[config.mk]
export PLATFORM = sky130hd
export DESIGN_NAME = wsfb_core
export DESIGN_NICKNAME = d
export VERILOG_FILES = /design/src/include/wsfb_pkg.sv /design/src/wsfb_core.sv
export VERILOG_INCLUDE_DIRS = /design/src /design/src/include
export SDC_FILE = /design/constraint.sdc
export NUM_CORES = 2
export LEC_CHECK = 0
export BUFFER_PORTS_ARGS = -buffer_cell sky130_fd_sc_hd__buf_2
export CAP_MARGIN = 40
export CORE_ASPECT_RATIO = 0.7
export CORE_UTILIZATION = 46
export CTS_BUF_LIST = sky130_fd_sc_hd__clkbuf_2 sky130_fd_sc_hd__clkbuf_4 sky130_fd_sc_hd__clkbuf_8
export DETAILED_ROUTE_END_ITERATION = 8
export HOLD_SLACK_MARGIN = 0.02
export MAX_ROUTING_LAYER = met4
export PLACE_DENSITY = 0.66
export SETUP_SLACK_MARGIN = 0.15
export SLEW_MARGIN = 20
export SYNTH_ARGS = -nofsm -noshare
export SYNTH_HDL_FRONTEND = slang
export SYNTH_SLANG_ARGS = --single-unit
[constraint.sdc]
create_clock -name clk_i -period 13.03 [get_ports clk_i]
set_clock_uncertainty 0.2 [all_clocks]
set_input_delay 1.303 -clock clk_i [delete_from_list [all_inputs] [get_ports clk_i]]
set_output_delay 1.303 -clock clk_i [all_outputs]
set_load 0.03 [all_outputs]
[src/include/wsfb_map.svh]
// offsets, field positions, codes and cycle counts of the shifter block
`ifndef WSFB_MAP_SVH
`define WSFB_MAP_SVH
`define WSFB_OFF_INSTR   8'h00
`define WSFB_OFF_INDEX   8'h04
`define WSFB_OFF_PC      8'h08
`define WSFB_OFF_FLAGS   8'h0c
`define WSFB_OFF_STATUS  8'h10
`define WSFB_OFF_ACC     4'h2
`define WSFB_X_HI        23
`define WSFB_X_LO        20
`define WSFB_OP_HI       19
`define WSFB_OP_LO       14
`define WSFB_SEL_HI      13
`define WSFB_SEL_LO      10
`define WSFB_CNT_HI      9
`define WSFB_SIGN        24
`define WSFB_OP_TSI      6'h30
`define WSFB_OP_DSR      6'h20
`define WSFB_OP_DSL      6'h21
`define WSFB_OP_CSR      6'h22
`define WSFB_OP_CSL      6'h23
`define WSFB_OP_ROT      6'h24
`define WSFB_FILL_DIG    4'h3
`define WSFB_FILL_CHR    6'h00
`define WSFB_CYC_TSI_SET 4'h1
`define WSFB_CYC_TSI_CLR 4'h2
`define WSFB_CYC_DSR_1W  4'h4
`define WSFB_CYC_DSR_2W  4'h7
`define WSFB_CYC_DSR_MID 4'h4
`define WSFB_CYC_DSL_1W  4'h3
`define WSFB_CYC_DSL_2W  4'h6
`define WSFB_CYC_DSL_MID 4'h3
`define WSFB_CYC_CSR_1W  4'h4
`define WSFB_CYC_CSR_2W  4'h9
`define WSFB_CYC_CSR_MID 4'h4
`define WSFB_CYC_CSL_1W  4'h3
`define WSFB_CYC_CSL_2W  4'h8
`define WSFB_CYC_CSL_MID 4'h3
`define WSFB_CYC_ROT_A   4'h4
`define WSFB_CYC_ROT_B   4'h5
`define WSFB_CYC_ROT_C   4'h6
`define WSFB_DIG_MID_LO  15'h0007
`define WSFB_DIG_MID_HI  15'h000c
`define WSFB_CHR_MID_LO  15'h0005
`define WSFB_CHR_MID_HI  15'h0008
`define WSFB_ROT_A_HI    5'h07
`define WSFB_ROT_B_HI    5'h10
`define WSFB_ROT_WRAP    5'h19
`define WSFB_RST_PC      15'h0000
`define WSFB_RST_FLAGS   8'h00
`define WSFB_RST_INDEX   15'h0000
`endif

[src/include/wsfb_pkg.sv]
// shared types of the shifter and flag branch block
package wsfb_pkg;
  typedef logic [24:0] wsfb_word_t;
  typedef logic [14:0] wsfb_addr_t;
  typedef enum logic {wsfb_idle, wsfb_run} wsfb_state_t;
endpackage

[src/wsfb_core.sv]
// shifter and flag branch execution unit with an apb register port
// How it works
// - opcode 60: set flag jumps, else pc+1
// - branch takes one cycle set, two clear
// - testing a flag never alters it
// - count in bits 10..1, plus index
// - only selected words written, others kept
// - digit and character shifts keep signs
// - digit right shift fills left with 0011
// - digit right: 4, 7, or 4 mid
// - digit left shift fills right with 0011
// - digit left: 3, 6, or 3 mid
// - zero digit count only converts codes; fix_digit is identity, so the word is unchanged
// - oversize count shifts everything out
// - char right shift fills left with spaces
// - char right: 4, 9, or 4 mid
// - char left shift fills right with spaces
// - char left: 3, 8, or 3 mid
// - zero char or rotate count: no change
// - rotate right one word incl. sign
// - rotate takes 4, 5 or 6 cycles
// - rotate uses low five bits, wraps 25
// - count used as given, no field select
// - flag codes 1000..1111 name flags 1..8
//
// The placing of the registers and the APB slave port were left to the implementer.
`timescale 1ns/1ns
`include "wsfb_map.svh"
module wsfb_core
  import wsfb_pkg::*;
(
  // clock and reset
  input  wire logic        clk_i,
  input  wire logic        rst_n_i,
  // apb slave
  input  wire logic [7:0]  paddr_i,
  input  wire logic        psel_i,
  input  wire logic        penable_i,
  input  wire logic        pwrite_i,
  input  wire logic [31:0] pwdata_i,
  output logic      [31:0] prdata_o,
  output logic             pready_o,
  output logic             pslverr_o,
  // execution status
  output logic             busy_o,
  output logic             done_o
);

  // architectural state
  wsfb_word_t  acc_reg [4];      // accumulator words
  wsfb_addr_t  pc_reg;           // program counter
  wsfb_addr_t  index_reg;        // index modifier value
  logic [7:0]  flags_reg;        // sense flags 1..8
  logic        bad_op_reg;       // last instruction unknown
  logic [3:0]  last_cyc_reg;     // cycles of last instruction

  // sequencing state
  wsfb_state_t state_reg;        // idle or running
  logic [3:0]  cyc_reg;          // cycles left minus one
  wsfb_word_t  res_hi_reg;       // pending result, first word
  wsfb_word_t  res_lo_reg;       // pending result, second word
  logic [1:0]  sel_hi_reg;       // first word select
  logic [1:0]  sel_lo_reg;       // second word select
  logic        wr_hi_reg;        // first word to be written
  logic        wr_lo_reg;        // second word to be written
  wsfb_addr_t  pc_new_reg;       // pending program counter

  // decode of the incoming instruction word
  wsfb_word_t  ir;               // instruction from the bus
  logic [3:0]  ir_x;             // index designator
  logic [5:0]  ir_op;            // opcode
  logic [3:0]  ir_sel;           // flag or word designator
  logic [1:0]  sel_hi;           // first word
  logic [1:0]  sel_lo;           // second word
  logic        two;              // two-word operand
  wsfb_addr_t  cnt;              // indexed count or target
  logic        flag_hit;         // tested flag is set
  logic [4:0]  rot_n;            // effective rotate amount
  logic [47:0] opnd;             // packed data of operand
  logic [47:0] shf;              // shifted packed data
  wsfb_word_t  new_hi;           // result first word
  wsfb_word_t  new_lo;           // result second word
  logic [3:0]  cyc_n;            // cycles for this instruction
  logic        known_op;         // opcode handled here

  // bus side decode
  logic        setup;            // apb setup phase
  logic        access;           // apb access phase
  logic        mapped;           // address hits a register
  logic        refused;          // write blocked while busy
  logic        wr_ok;            // write takes effect
  logic        go;               // instruction accepted
  logic        commit;           // last cycle of execution
  logic [31:0] rd_val;           // read mux

  // non-numeric digit hook, identity until a table is fixed
  function automatic logic [3:0] fix_digit(input logic [3:0] d);
    return d;
  endfunction

  // address decode, used by read and write paths
  function automatic logic is_mapped(input logic [7:0] a);
    logic r;
    r = 1'b0;
    if (a[1:0] == 2'b00) begin
      if (a[7:4] == `WSFB_OFF_ACC) begin
        r = 1'b1;
      end else if (a <= `WSFB_OFF_STATUS) begin
        r = 1'b1;
      end
    end
    return r;
  endfunction

  // digit shift over npos four-bit positions
  function automatic logic [47:0] dig_shift(
    input logic [47:0] d,
    input int          npos,
    input int          n,
    input logic        left
  );
    logic [47:0] r;
    int          s;
    r = '0;
    s = 0;
    for (int i = 0; i < 12; i++) begin
      s = left ? i - n : i + n;
      if (i < npos) begin
        if (s >= 0 && s < npos) begin
          r[i*4 +: 4] = fix_digit(d[s*4 +: 4]);
        end else begin
          r[i*4 +: 4] = `WSFB_FILL_DIG;
        end
      end
    end
    return r;
  endfunction

  // character shift over npos six-bit positions
  function automatic logic [47:0] chr_shift(
    input logic [47:0] d,
    input int          npos,
    input int          n,
    input logic        left
  );
    logic [47:0] r;
    int          s;
    r = '0;
    s = 0;
    for (int i = 0; i < 8; i++) begin
      s = left ? i - n : i + n;
      if (i < npos) begin
        if (s >= 0 && s < npos) begin
          r[i*6 +: 6] = d[s*6 +: 6];
        end else begin
          r[i*6 +: 6] = `WSFB_FILL_CHR;
        end
      end
    end
    return r;
  endfunction

  // cycle count per opcode, operand size and count
  function automatic logic [3:0] cyc_of(
    input logic [5:0] op,
    input logic       tw,
    input wsfb_addr_t c,
    input logic [4:0] rn,
    input logic       hit
  );
    logic [3:0] r;
    logic       dmid;
    logic       cmid;
    r = 4'h1;
    dmid = (c >= `WSFB_DIG_MID_LO) && (c <= `WSFB_DIG_MID_HI);
    cmid = (c >= `WSFB_CHR_MID_LO) && (c <= `WSFB_CHR_MID_HI);
    case (op)
      `WSFB_OP_TSI: begin
        r = hit ? `WSFB_CYC_TSI_SET : `WSFB_CYC_TSI_CLR;
      end
      `WSFB_OP_DSR: begin
        r = !tw ? `WSFB_CYC_DSR_1W :
            dmid ? `WSFB_CYC_DSR_MID : `WSFB_CYC_DSR_2W;
      end
      `WSFB_OP_DSL: begin
        r = !tw ? `WSFB_CYC_DSL_1W :
            dmid ? `WSFB_CYC_DSL_MID : `WSFB_CYC_DSL_2W;
      end
      `WSFB_OP_CSR: begin
        r = !tw ? `WSFB_CYC_CSR_1W :
            cmid ? `WSFB_CYC_CSR_MID : `WSFB_CYC_CSR_2W;
      end
      `WSFB_OP_CSL: begin
        r = !tw ? `WSFB_CYC_CSL_1W :
            cmid ? `WSFB_CYC_CSL_MID : `WSFB_CYC_CSL_2W;
      end
      `WSFB_OP_ROT: begin
        if (rn <= `WSFB_ROT_A_HI) begin
          r = `WSFB_CYC_ROT_A;
        end else if (rn <= `WSFB_ROT_B_HI) begin
          r = `WSFB_CYC_ROT_B;
        end else begin
          r = `WSFB_CYC_ROT_C;
        end
      end
      default: begin
        r = 4'h1;
      end
    endcase
    return r;
  endfunction

  // field split of the written instruction
  assign ir     = pwdata_i[24:0];
  assign ir_x   = ir[`WSFB_X_HI:`WSFB_X_LO];
  assign ir_op  = ir[`WSFB_OP_HI:`WSFB_OP_LO];
  assign ir_sel = ir[`WSFB_SEL_HI:`WSFB_SEL_LO];
  assign sel_hi = ir_sel[3:2];
  assign sel_lo = ir_sel[1:0];
  assign two    = (sel_hi != sel_lo);

  // count is modified only when an index is named; indirect
  // resolution happens upstream, so the count is used as given
  assign cnt = {5'h00, ir[`WSFB_CNT_HI:0]} +
               ((ir_x != 4'h0) ? index_reg : `WSFB_RST_INDEX);

  // only codes with the top bit set name a flag
  assign flag_hit = ir_sel[3] & flags_reg[ir_sel[2:0]];

  // rotate amount from the low five bits, wrapped past 25
  always_comb begin
    rot_n = cnt[4:0];
    if (cnt[4:0] > `WSFB_ROT_WRAP) begin
      rot_n = cnt[4:0] - `WSFB_ROT_WRAP;
    end
  end

  // packed operand data, signs left out
  always_comb begin
    if (two) begin
      opnd = {acc_reg[sel_hi][23:0], acc_reg[sel_lo][23:0]};
    end else begin
      opnd = {24'h000000, acc_reg[sel_lo][23:0]};
    end
  end

  // shift datapath and result words
  always_comb begin
    logic [49:0] dbl;
    dbl    = {acc_reg[sel_lo], acc_reg[sel_lo]};
    shf    = opnd;
    new_hi = acc_reg[sel_hi];
    new_lo = acc_reg[sel_lo];
    case (ir_op)
      `WSFB_OP_DSR: begin
        shf = dig_shift(opnd, two ? 12 : 6, int'(cnt), 1'b0);
      end
      `WSFB_OP_DSL: begin
        shf = dig_shift(opnd, two ? 12 : 6, int'(cnt), 1'b1);
      end
      `WSFB_OP_CSR: begin
        shf = chr_shift(opnd, two ? 8 : 4, int'(cnt), 1'b0);
      end
      `WSFB_OP_CSL: begin
        shf = chr_shift(opnd, two ? 8 : 4, int'(cnt), 1'b1);
      end
      default: begin
        shf = opnd;
      end
    endcase
    if (ir_op == `WSFB_OP_ROT) begin
      // the sign takes part, both halves of dbl are the word
      new_lo = wsfb_word_t'(dbl >> rot_n);
    end else if (two) begin
      new_hi = {acc_reg[sel_hi][`WSFB_SIGN], shf[47:24]};
      new_lo = {acc_reg[sel_lo][`WSFB_SIGN], shf[23:0]};
    end else begin
      new_lo = {acc_reg[sel_lo][`WSFB_SIGN], shf[23:0]};
    end
  end

  // opcode classes handled by this unit
  always_comb begin
    case (ir_op)
      `WSFB_OP_TSI,
      `WSFB_OP_DSR,
      `WSFB_OP_DSL,
      `WSFB_OP_CSR,
      `WSFB_OP_CSL,
      `WSFB_OP_ROT: begin
        known_op = 1'b1;
      end
      default: begin
        known_op = 1'b0;
      end
    endcase
  end

  assign cyc_n = cyc_of(ir_op, two, cnt, rot_n, flag_hit);

  // apb phases; the slave never inserts wait states
  assign setup   = psel_i & ~penable_i;
  assign access  = psel_i & penable_i;
  assign mapped  = is_mapped(paddr_i);
  // while running, only the flags may be written
  assign refused = pwrite_i & (state_reg == wsfb_run) &
                   (paddr_i != `WSFB_OFF_FLAGS) &
                   (paddr_i != `WSFB_OFF_STATUS);
  assign wr_ok   = access & pwrite_i & mapped & ~refused;
  assign go      = wr_ok & (paddr_i == `WSFB_OFF_INSTR);
  assign commit  = (state_reg == wsfb_run) & (cyc_reg == 4'h0);

  assign pready_o  = 1'b1;
  assign pslverr_o = access & (~mapped | refused);
  assign busy_o    = (state_reg == wsfb_run);

  // sequencer: counts the documented cycles of each instruction
  always_ff @(posedge clk_i or negedge rst_n_i) begin
    if (!rst_n_i) begin
      state_reg <= wsfb_idle;
      cyc_reg   <= 4'h0;
      done_o    <= 1'b0;
    end else begin
      done_o <= commit;
      case (state_reg)
        wsfb_idle: begin
          if (go && known_op) begin
            state_reg <= wsfb_run;
            cyc_reg   <= cyc_n - 4'h1;
          end
        end
        wsfb_run: begin
          if (cyc_reg == 4'h0) begin
            state_reg <= wsfb_idle;
          end else begin
            cyc_reg <= cyc_reg - 4'h1;
          end
        end
        default: begin
          state_reg <= wsfb_idle;
        end
      endcase
    end
  end

  // results are frozen at acceptance and applied at the end
  always_ff @(posedge clk_i or negedge rst_n_i) begin
    if (!rst_n_i) begin
      res_hi_reg <= '0;
      res_lo_reg <= '0;
      sel_hi_reg <= 2'h0;
      sel_lo_reg <= 2'h0;
      wr_hi_reg  <= 1'b0;
      wr_lo_reg  <= 1'b0;
      pc_new_reg <= `WSFB_RST_PC;
    end else if (go && known_op) begin
      res_hi_reg <= new_hi;
      res_lo_reg <= new_lo;
      sel_hi_reg <= sel_hi;
      sel_lo_reg <= sel_lo;
      wr_hi_reg  <= two & (ir_op != `WSFB_OP_TSI) &
                    (ir_op != `WSFB_OP_ROT);
      wr_lo_reg  <= (ir_op != `WSFB_OP_TSI);
      if (ir_op == `WSFB_OP_TSI && flag_hit) begin
        pc_new_reg <= cnt;
      end else begin
        pc_new_reg <= pc_reg + 15'h0001;
      end
    end
  end

  // accumulator words: bus writes when idle, results at commit
  always_ff @(posedge clk_i or negedge rst_n_i) begin
    if (!rst_n_i) begin
      for (int i = 0; i < 4; i++) begin
        acc_reg[i] <= '0;
      end
    end else begin
      if (wr_ok && paddr_i[7:4] == `WSFB_OFF_ACC) begin
        acc_reg[paddr_i[3:2]] <= pwdata_i[24:0];
      end
      if (commit && wr_lo_reg) begin
        acc_reg[sel_lo_reg] <= res_lo_reg;
      end
      if (commit && wr_hi_reg) begin
        acc_reg[sel_hi_reg] <= res_hi_reg;
      end
    end
  end

  // program counter
  always_ff @(posedge clk_i or negedge rst_n_i) begin
    if (!rst_n_i) begin
      pc_reg <= `WSFB_RST_PC;
    end else if (commit) begin
      pc_reg <= pc_new_reg;
    end else if (wr_ok && paddr_i == `WSFB_OFF_PC) begin
      pc_reg <= pwdata_i[14:0];
    end
  end

  // index value and sense flags; a test never writes flags
  always_ff @(posedge clk_i or negedge rst_n_i) begin
    if (!rst_n_i) begin
      index_reg <= `WSFB_RST_INDEX;
      flags_reg <= `WSFB_RST_FLAGS;
    end else begin
      if (wr_ok && paddr_i == `WSFB_OFF_INDEX) begin
        index_reg <= pwdata_i[14:0];
      end
      if (wr_ok && paddr_i == `WSFB_OFF_FLAGS) begin
        flags_reg <= pwdata_i[7:0];
      end
    end
  end

  // status: unknown opcode and cycle count of the last accept
  always_ff @(posedge clk_i or negedge rst_n_i) begin
    if (!rst_n_i) begin
      bad_op_reg   <= 1'b0;
      last_cyc_reg <= 4'h0;
    end else if (go) begin
      bad_op_reg   <= ~known_op;
      last_cyc_reg <= known_op ? cyc_n : 4'h0;
    end
  end

  // read mux; unmapped addresses read as zero
  always_comb begin
    rd_val = 32'h00000000;
    if (paddr_i[7:4] == `WSFB_OFF_ACC) begin
      rd_val = {7'h00, acc_reg[paddr_i[3:2]]};
    end else begin
      case (paddr_i)
        `WSFB_OFF_INDEX:  rd_val = {17'h00000, index_reg};
        `WSFB_OFF_PC:     rd_val = {17'h00000, pc_reg};
        `WSFB_OFF_FLAGS:  rd_val = {24'h000000, flags_reg};
        `WSFB_OFF_STATUS: rd_val = {24'h000000, last_cyc_reg,
                                    2'b00, bad_op_reg, busy_o};
        default:          rd_val = 32'h00000000;
      endcase
    end
  end

  // read data captured in setup, held through the access
  always_ff @(posedge clk_i or negedge rst_n_i) begin
    if (!rst_n_i) begin
      prdata_o <= 32'h00000000;
    end else if (setup && !pwrite_i) begin
      prdata_o <= mapped ? rd_val : 32'h00000000;
    end
  end

endmodule

==> summary.txt <==
Final layout
  – Net count reported at finish: 4978
  – Most common cell after layout, fill and taps aside: sky130_fd_sc_hd__nand2_1
  – Fraction of layout instances using a drive strength above 1: 16.1%
  – Final core occ: 50.7%
  – Relative area change from synthesis to final layout: 8.09%
  – Top library cells by usage in the layout, fill and taps aside: 695 x sky130_fd_sc_hd__nand2_1, 459 x sky130_fd_sc_hd__o21ai_0, 361 x sky130_fd_sc_hd__a21oi_1
  – Post-Layout Inst Area: 40300 um^2
  – Number of flip-flops under the largest register name: 100

Worst hold path
  – Cell count of the worst hold path: 2
  – Source of the worst hold timing path: pc_new_reg[2]
  – End point of the most critical hold path: pc_new_reg[2]
  – Class of the most critical hold timing path: register to register

Clock network
  – Clk slew on worst S/H paths: 70 ps
  – Clock latency on the worst-skew pair: 620 ps
  – TritonCTS clock tree: done
  – Clock buffers created by TritonCTS: 35
  – CTS max path bufs: 3
  – Hold-fix buffer count after cts: 0
  – Post-cts gate resize count: 0
  – Total number of clock tree sinks: 245
  – Total setup buffers inserted after CTS: 0
  – CTS root buffer: sky130_fd_sc_hd__clkbuf_8
  – Maximum level of the CTS H-tree: 2

Timing
  – Final hold viol count: 0
  – Crit share post-route: 67.6%
  – Total negative slack for setup checks: 0 ps
  – Worst Max-Slew Pin Slew: 1240 ps
  – Number of setup violations in the final report: 0
  – Crit path time final: 8810 ps
  – Relative max-transition margin: 16.6%
  – Maximum achievable frequency: 114 MHz
  – Unrepaired setup endpoints after global routing: no
  – Max-slew violation total from the final report: 0

Logic synthesis
  – Post-synthesis sequential element count: 245
  – Cell type contributing the most total cell area after synthesis: sky130_fd_sc_hd__dfrtp_1
  – Mean instance size in the synthesized netlist: 7.65 um^2
  – Predominant post-synthesis flop cell: sky130_fd_sc_hd__dfrtp_1
  – Synthesized area: 37300 um^2
  – Post-synth EDFFs: 0
  – Share of flip-flops with an asynchronous set or reset after synthesis: 100%
  – Leading post-synthesis cells by cell area: sky130_fd_sc_hd__dfrtp_1 16%, sky130_fd_sc_hd__mux4_2 9.9%, sky130_fd_sc_hd__mux2i_1 7.7%
  – Yosys cell types: 106
  – Warnings from Yosys: 0
  – Synth top area share: 16.4%
  – Number of instances in the synthesized netlist: 4881
  – Portion of the post-synthesis area used by sequential elements: 16.4%

Drt
  – Post-detailed-route via-to-cell ratio: 7.73
  – Remaining DRCs: 7
  – Detailed Route Iter0 Violations: 9253
  – Total vias in the final route: 45600
  – First-pass detailed-route iteration total: 9
  – Wire length after detailed routing: 235000 um
  – Count of antenna-violating nets left after detailed routing: 0
  – WL/cell: 39.9 um

Job
  – Max-cap viol count: 0

Power
  – Power density normalized to cell area: 79.3 nW/um^2
  – Leakage: 15.3 nW
  – Combinational share of power: 53.1%
  – Proportion of total power due to net switching: 47.7%
  – Cell Int Power: 1.67 mW
  – Worst vdd rail ir drop: 0.0503 mV
  – Flop pwr share: 23.9%
  – Switching power summed over all nets: 1.53 mW
  – Clock group share of total power: 23.0%

Critical path
  – Data required time at the worst endpoint: 13280 ps
  – Worst flop-to-flop path endpoint: cyc_reg[2]
  – R2R Path Start: index_reg[1]
  – Reg2reg setup slack: 5530 ps
  – Worst reg-to-reg path cell count: 20
  – Critical Path Sink Type: register
  – Crit path max fanout: 19
  – WP data arrival: 9050 ps
  – Worst Path Class, Setup: primary input to register
  – Kind of start point of the critical path: primary input

GRT
  – Antenna violations before repair: 19
  – Total track usage: 57.1%
  – Via count of the first global-routing pass: 39300
  – Total congestion overflow after global routing: 0
  – Largest net degree at the start of global routing: 128
  – First-pass GRT wire length: 320000 um

Die
  – Full die area: 82300 um^2
  – Die Width: 342 um
  – Row Count: 86
  – Top Ports: 81
  – Die height: 240 um
  – Effective utilization at floorplan: 46.9%
  – Placeable core region: 79500 um^2

Placed design
  – Post-Place Cell Area: 39300 um^2
  – Placer's final routability congestion estimate: 1.22
  – Detailed placement HPWL: 178000 um
  – Number of I/O port buffers: 65

Status
  – Result of the run: complete, but fails checks
  – Violations in the final reports: design-rule violations
## layout make-up
class                           count  area [um^2]
Fill cell                        7911        39200
Multi-Input combinational cell   4118        29400
Sequential cell                   245         6130
Timing Repair Buffer              302         2290
Tap cell                         1056         1320
Clock buffer                       52          647
Inverter                           95          360
Clock inverter                      8          121
Antenna cell                       23         57.6
## Yosys cell counts (109+ instances only)
| cell | n |
|---|---|
| sky130_fd_sc_hd__a21oi_1 | 362 |
| sky130_fd_sc_hd__clkbuf_1 | 281 |
| sky130_fd_sc_hd__dfrtp_1 | 245 |
| sky130_fd_sc_hd__ha_1 | 127 |
| sky130_fd_sc_hd__mux2_2 | 137 |
| sky130_fd_sc_hd__mux2i_1 | 287 |
| sky130_fd_sc_hd__mux4_2 | 164 |
| sky130_fd_sc_hd__nand2_1 | 696 |
| sky130_fd_sc_hd__nand3_1 | 143 |
| sky130_fd_sc_hd__nor2_1 | 364 |
| sky130_fd_sc_hd__nor3_1 | 109 |
| sky130_fd_sc_hd__o21ai_0 | 459 |
## power groups by stage
stage / combinational [mW] / clock (mW) / sequential, mW
floorplan: 1.00 / 0 / 0.778
global placement: 1.53 / 0 / 0.778
detailed placement: 1.55 / 0 / 0.778
CTS: 1.56 / 0.725 / 0.763
global route: 1.73 / 0.762 / 0.763
finish: 1.70 / 0.736 / 0.763
## worst max-delay path, cell delays in order
cell and delay (ps):
sky130_fd_sc_hd__buf_2 150, sky130_fd_sc_hd__or4_1 590, sky130_fd_sc_hd__buf_8 210, sky130_fd_sc_hd__nand2_1 140, sky130_fd_sc_hd__inv_1 60, sky130_fd_sc_hd__ha_1 300
sky130_fd_sc_hd__a211o_1 310, sky130_fd_sc_hd__nand3b_1 290, sky130_fd_sc_hd__nand2_1 410, sky130_fd_sc_hd__inv_2 530, sky130_fd_sc_hd__ha_1 620, sky130_fd_sc_hd__nand2b_1 280
sky130_fd_sc_hd__nor2_1 650, sky130_fd_sc_hd__nand3_1 240, sky130_fd_sc_hd__o21ai_2 370, sky130_fd_sc_hd__nor2_1 380, sky130_fd_sc_hd__a221oi_1 910, sky130_fd_sc_hd__o211ai_1 390
sky130_fd_sc_hd__mux2i_1 240, sky130_fd_sc_hd__ha_1 240, sky130_fd_sc_hd__mux2i_1 110, sky130_fd_sc_hd__a22oi_1 170, sky130_fd_sc_hd__o21ai_1 90
## layer usage
layer	part of all wire [%]	up-vias	wire [um]	track usage, %
met5	0	-	0	-
met4	5.8	0	13700	24.3
met3	21	815	48700	36.6
met2	36	4586	83500	68.0
met1	38	21900	89300	73.3
li1	-	18200	-	-
## cell families after synthesis
family / Yosys count / share of synthesized area, %
AO/OA/AOI/OAI: 1560 / 26.8
AND/OR/NAND/NOR: 1683 / 20.8
adder cells (fa/ha/maj): 136 / 4.74
multiplexers: 590 / 21.8
XOR/XNOR: 141 / 3.80
buffers and inverters: 524 / 5.61
flip-flops: 245 / 16.4
other: 2 / 0.0201
## worst max-delay path by stage
stage                            start              to  slack [ps]  cells past startpoint
final                     pwdata_i[20]      cyc_reg[2]        4220                     23
after detailed placement  pwdata_i[21]   res_lo_reg[0]        4120                     21
after CTS                 pwdata_i[20]   res_lo_reg[0]        4720                     21
after global placement    pwdata_i[20]      cyc_reg[2]        3470                     23
after floorplan           pwdata_i[20]  res_lo_reg[14]        3580                     33
after global routing      pwdata_i[20]      cyc_reg[2]        4190                     25
## metrics by stage
stage | cells | hold WS [ps] | power, mW | setup WS (ps)
6_report | 5899 | 272 | 3.20 | 4220
2_1_floorplan | 4887 | 238 | 1.78 | 3580
5_1_grt | 5895 | 301 | 3.25 | 4190
3_3_place_gp | 5745 | 249 | 2.31 | 3470
3_5_place_dp | 5794 | 256 | 2.33 | 4120
4_1_cts | 5854 | 272 | 3.05 | 4720
(Power assumes the default switching activity.)
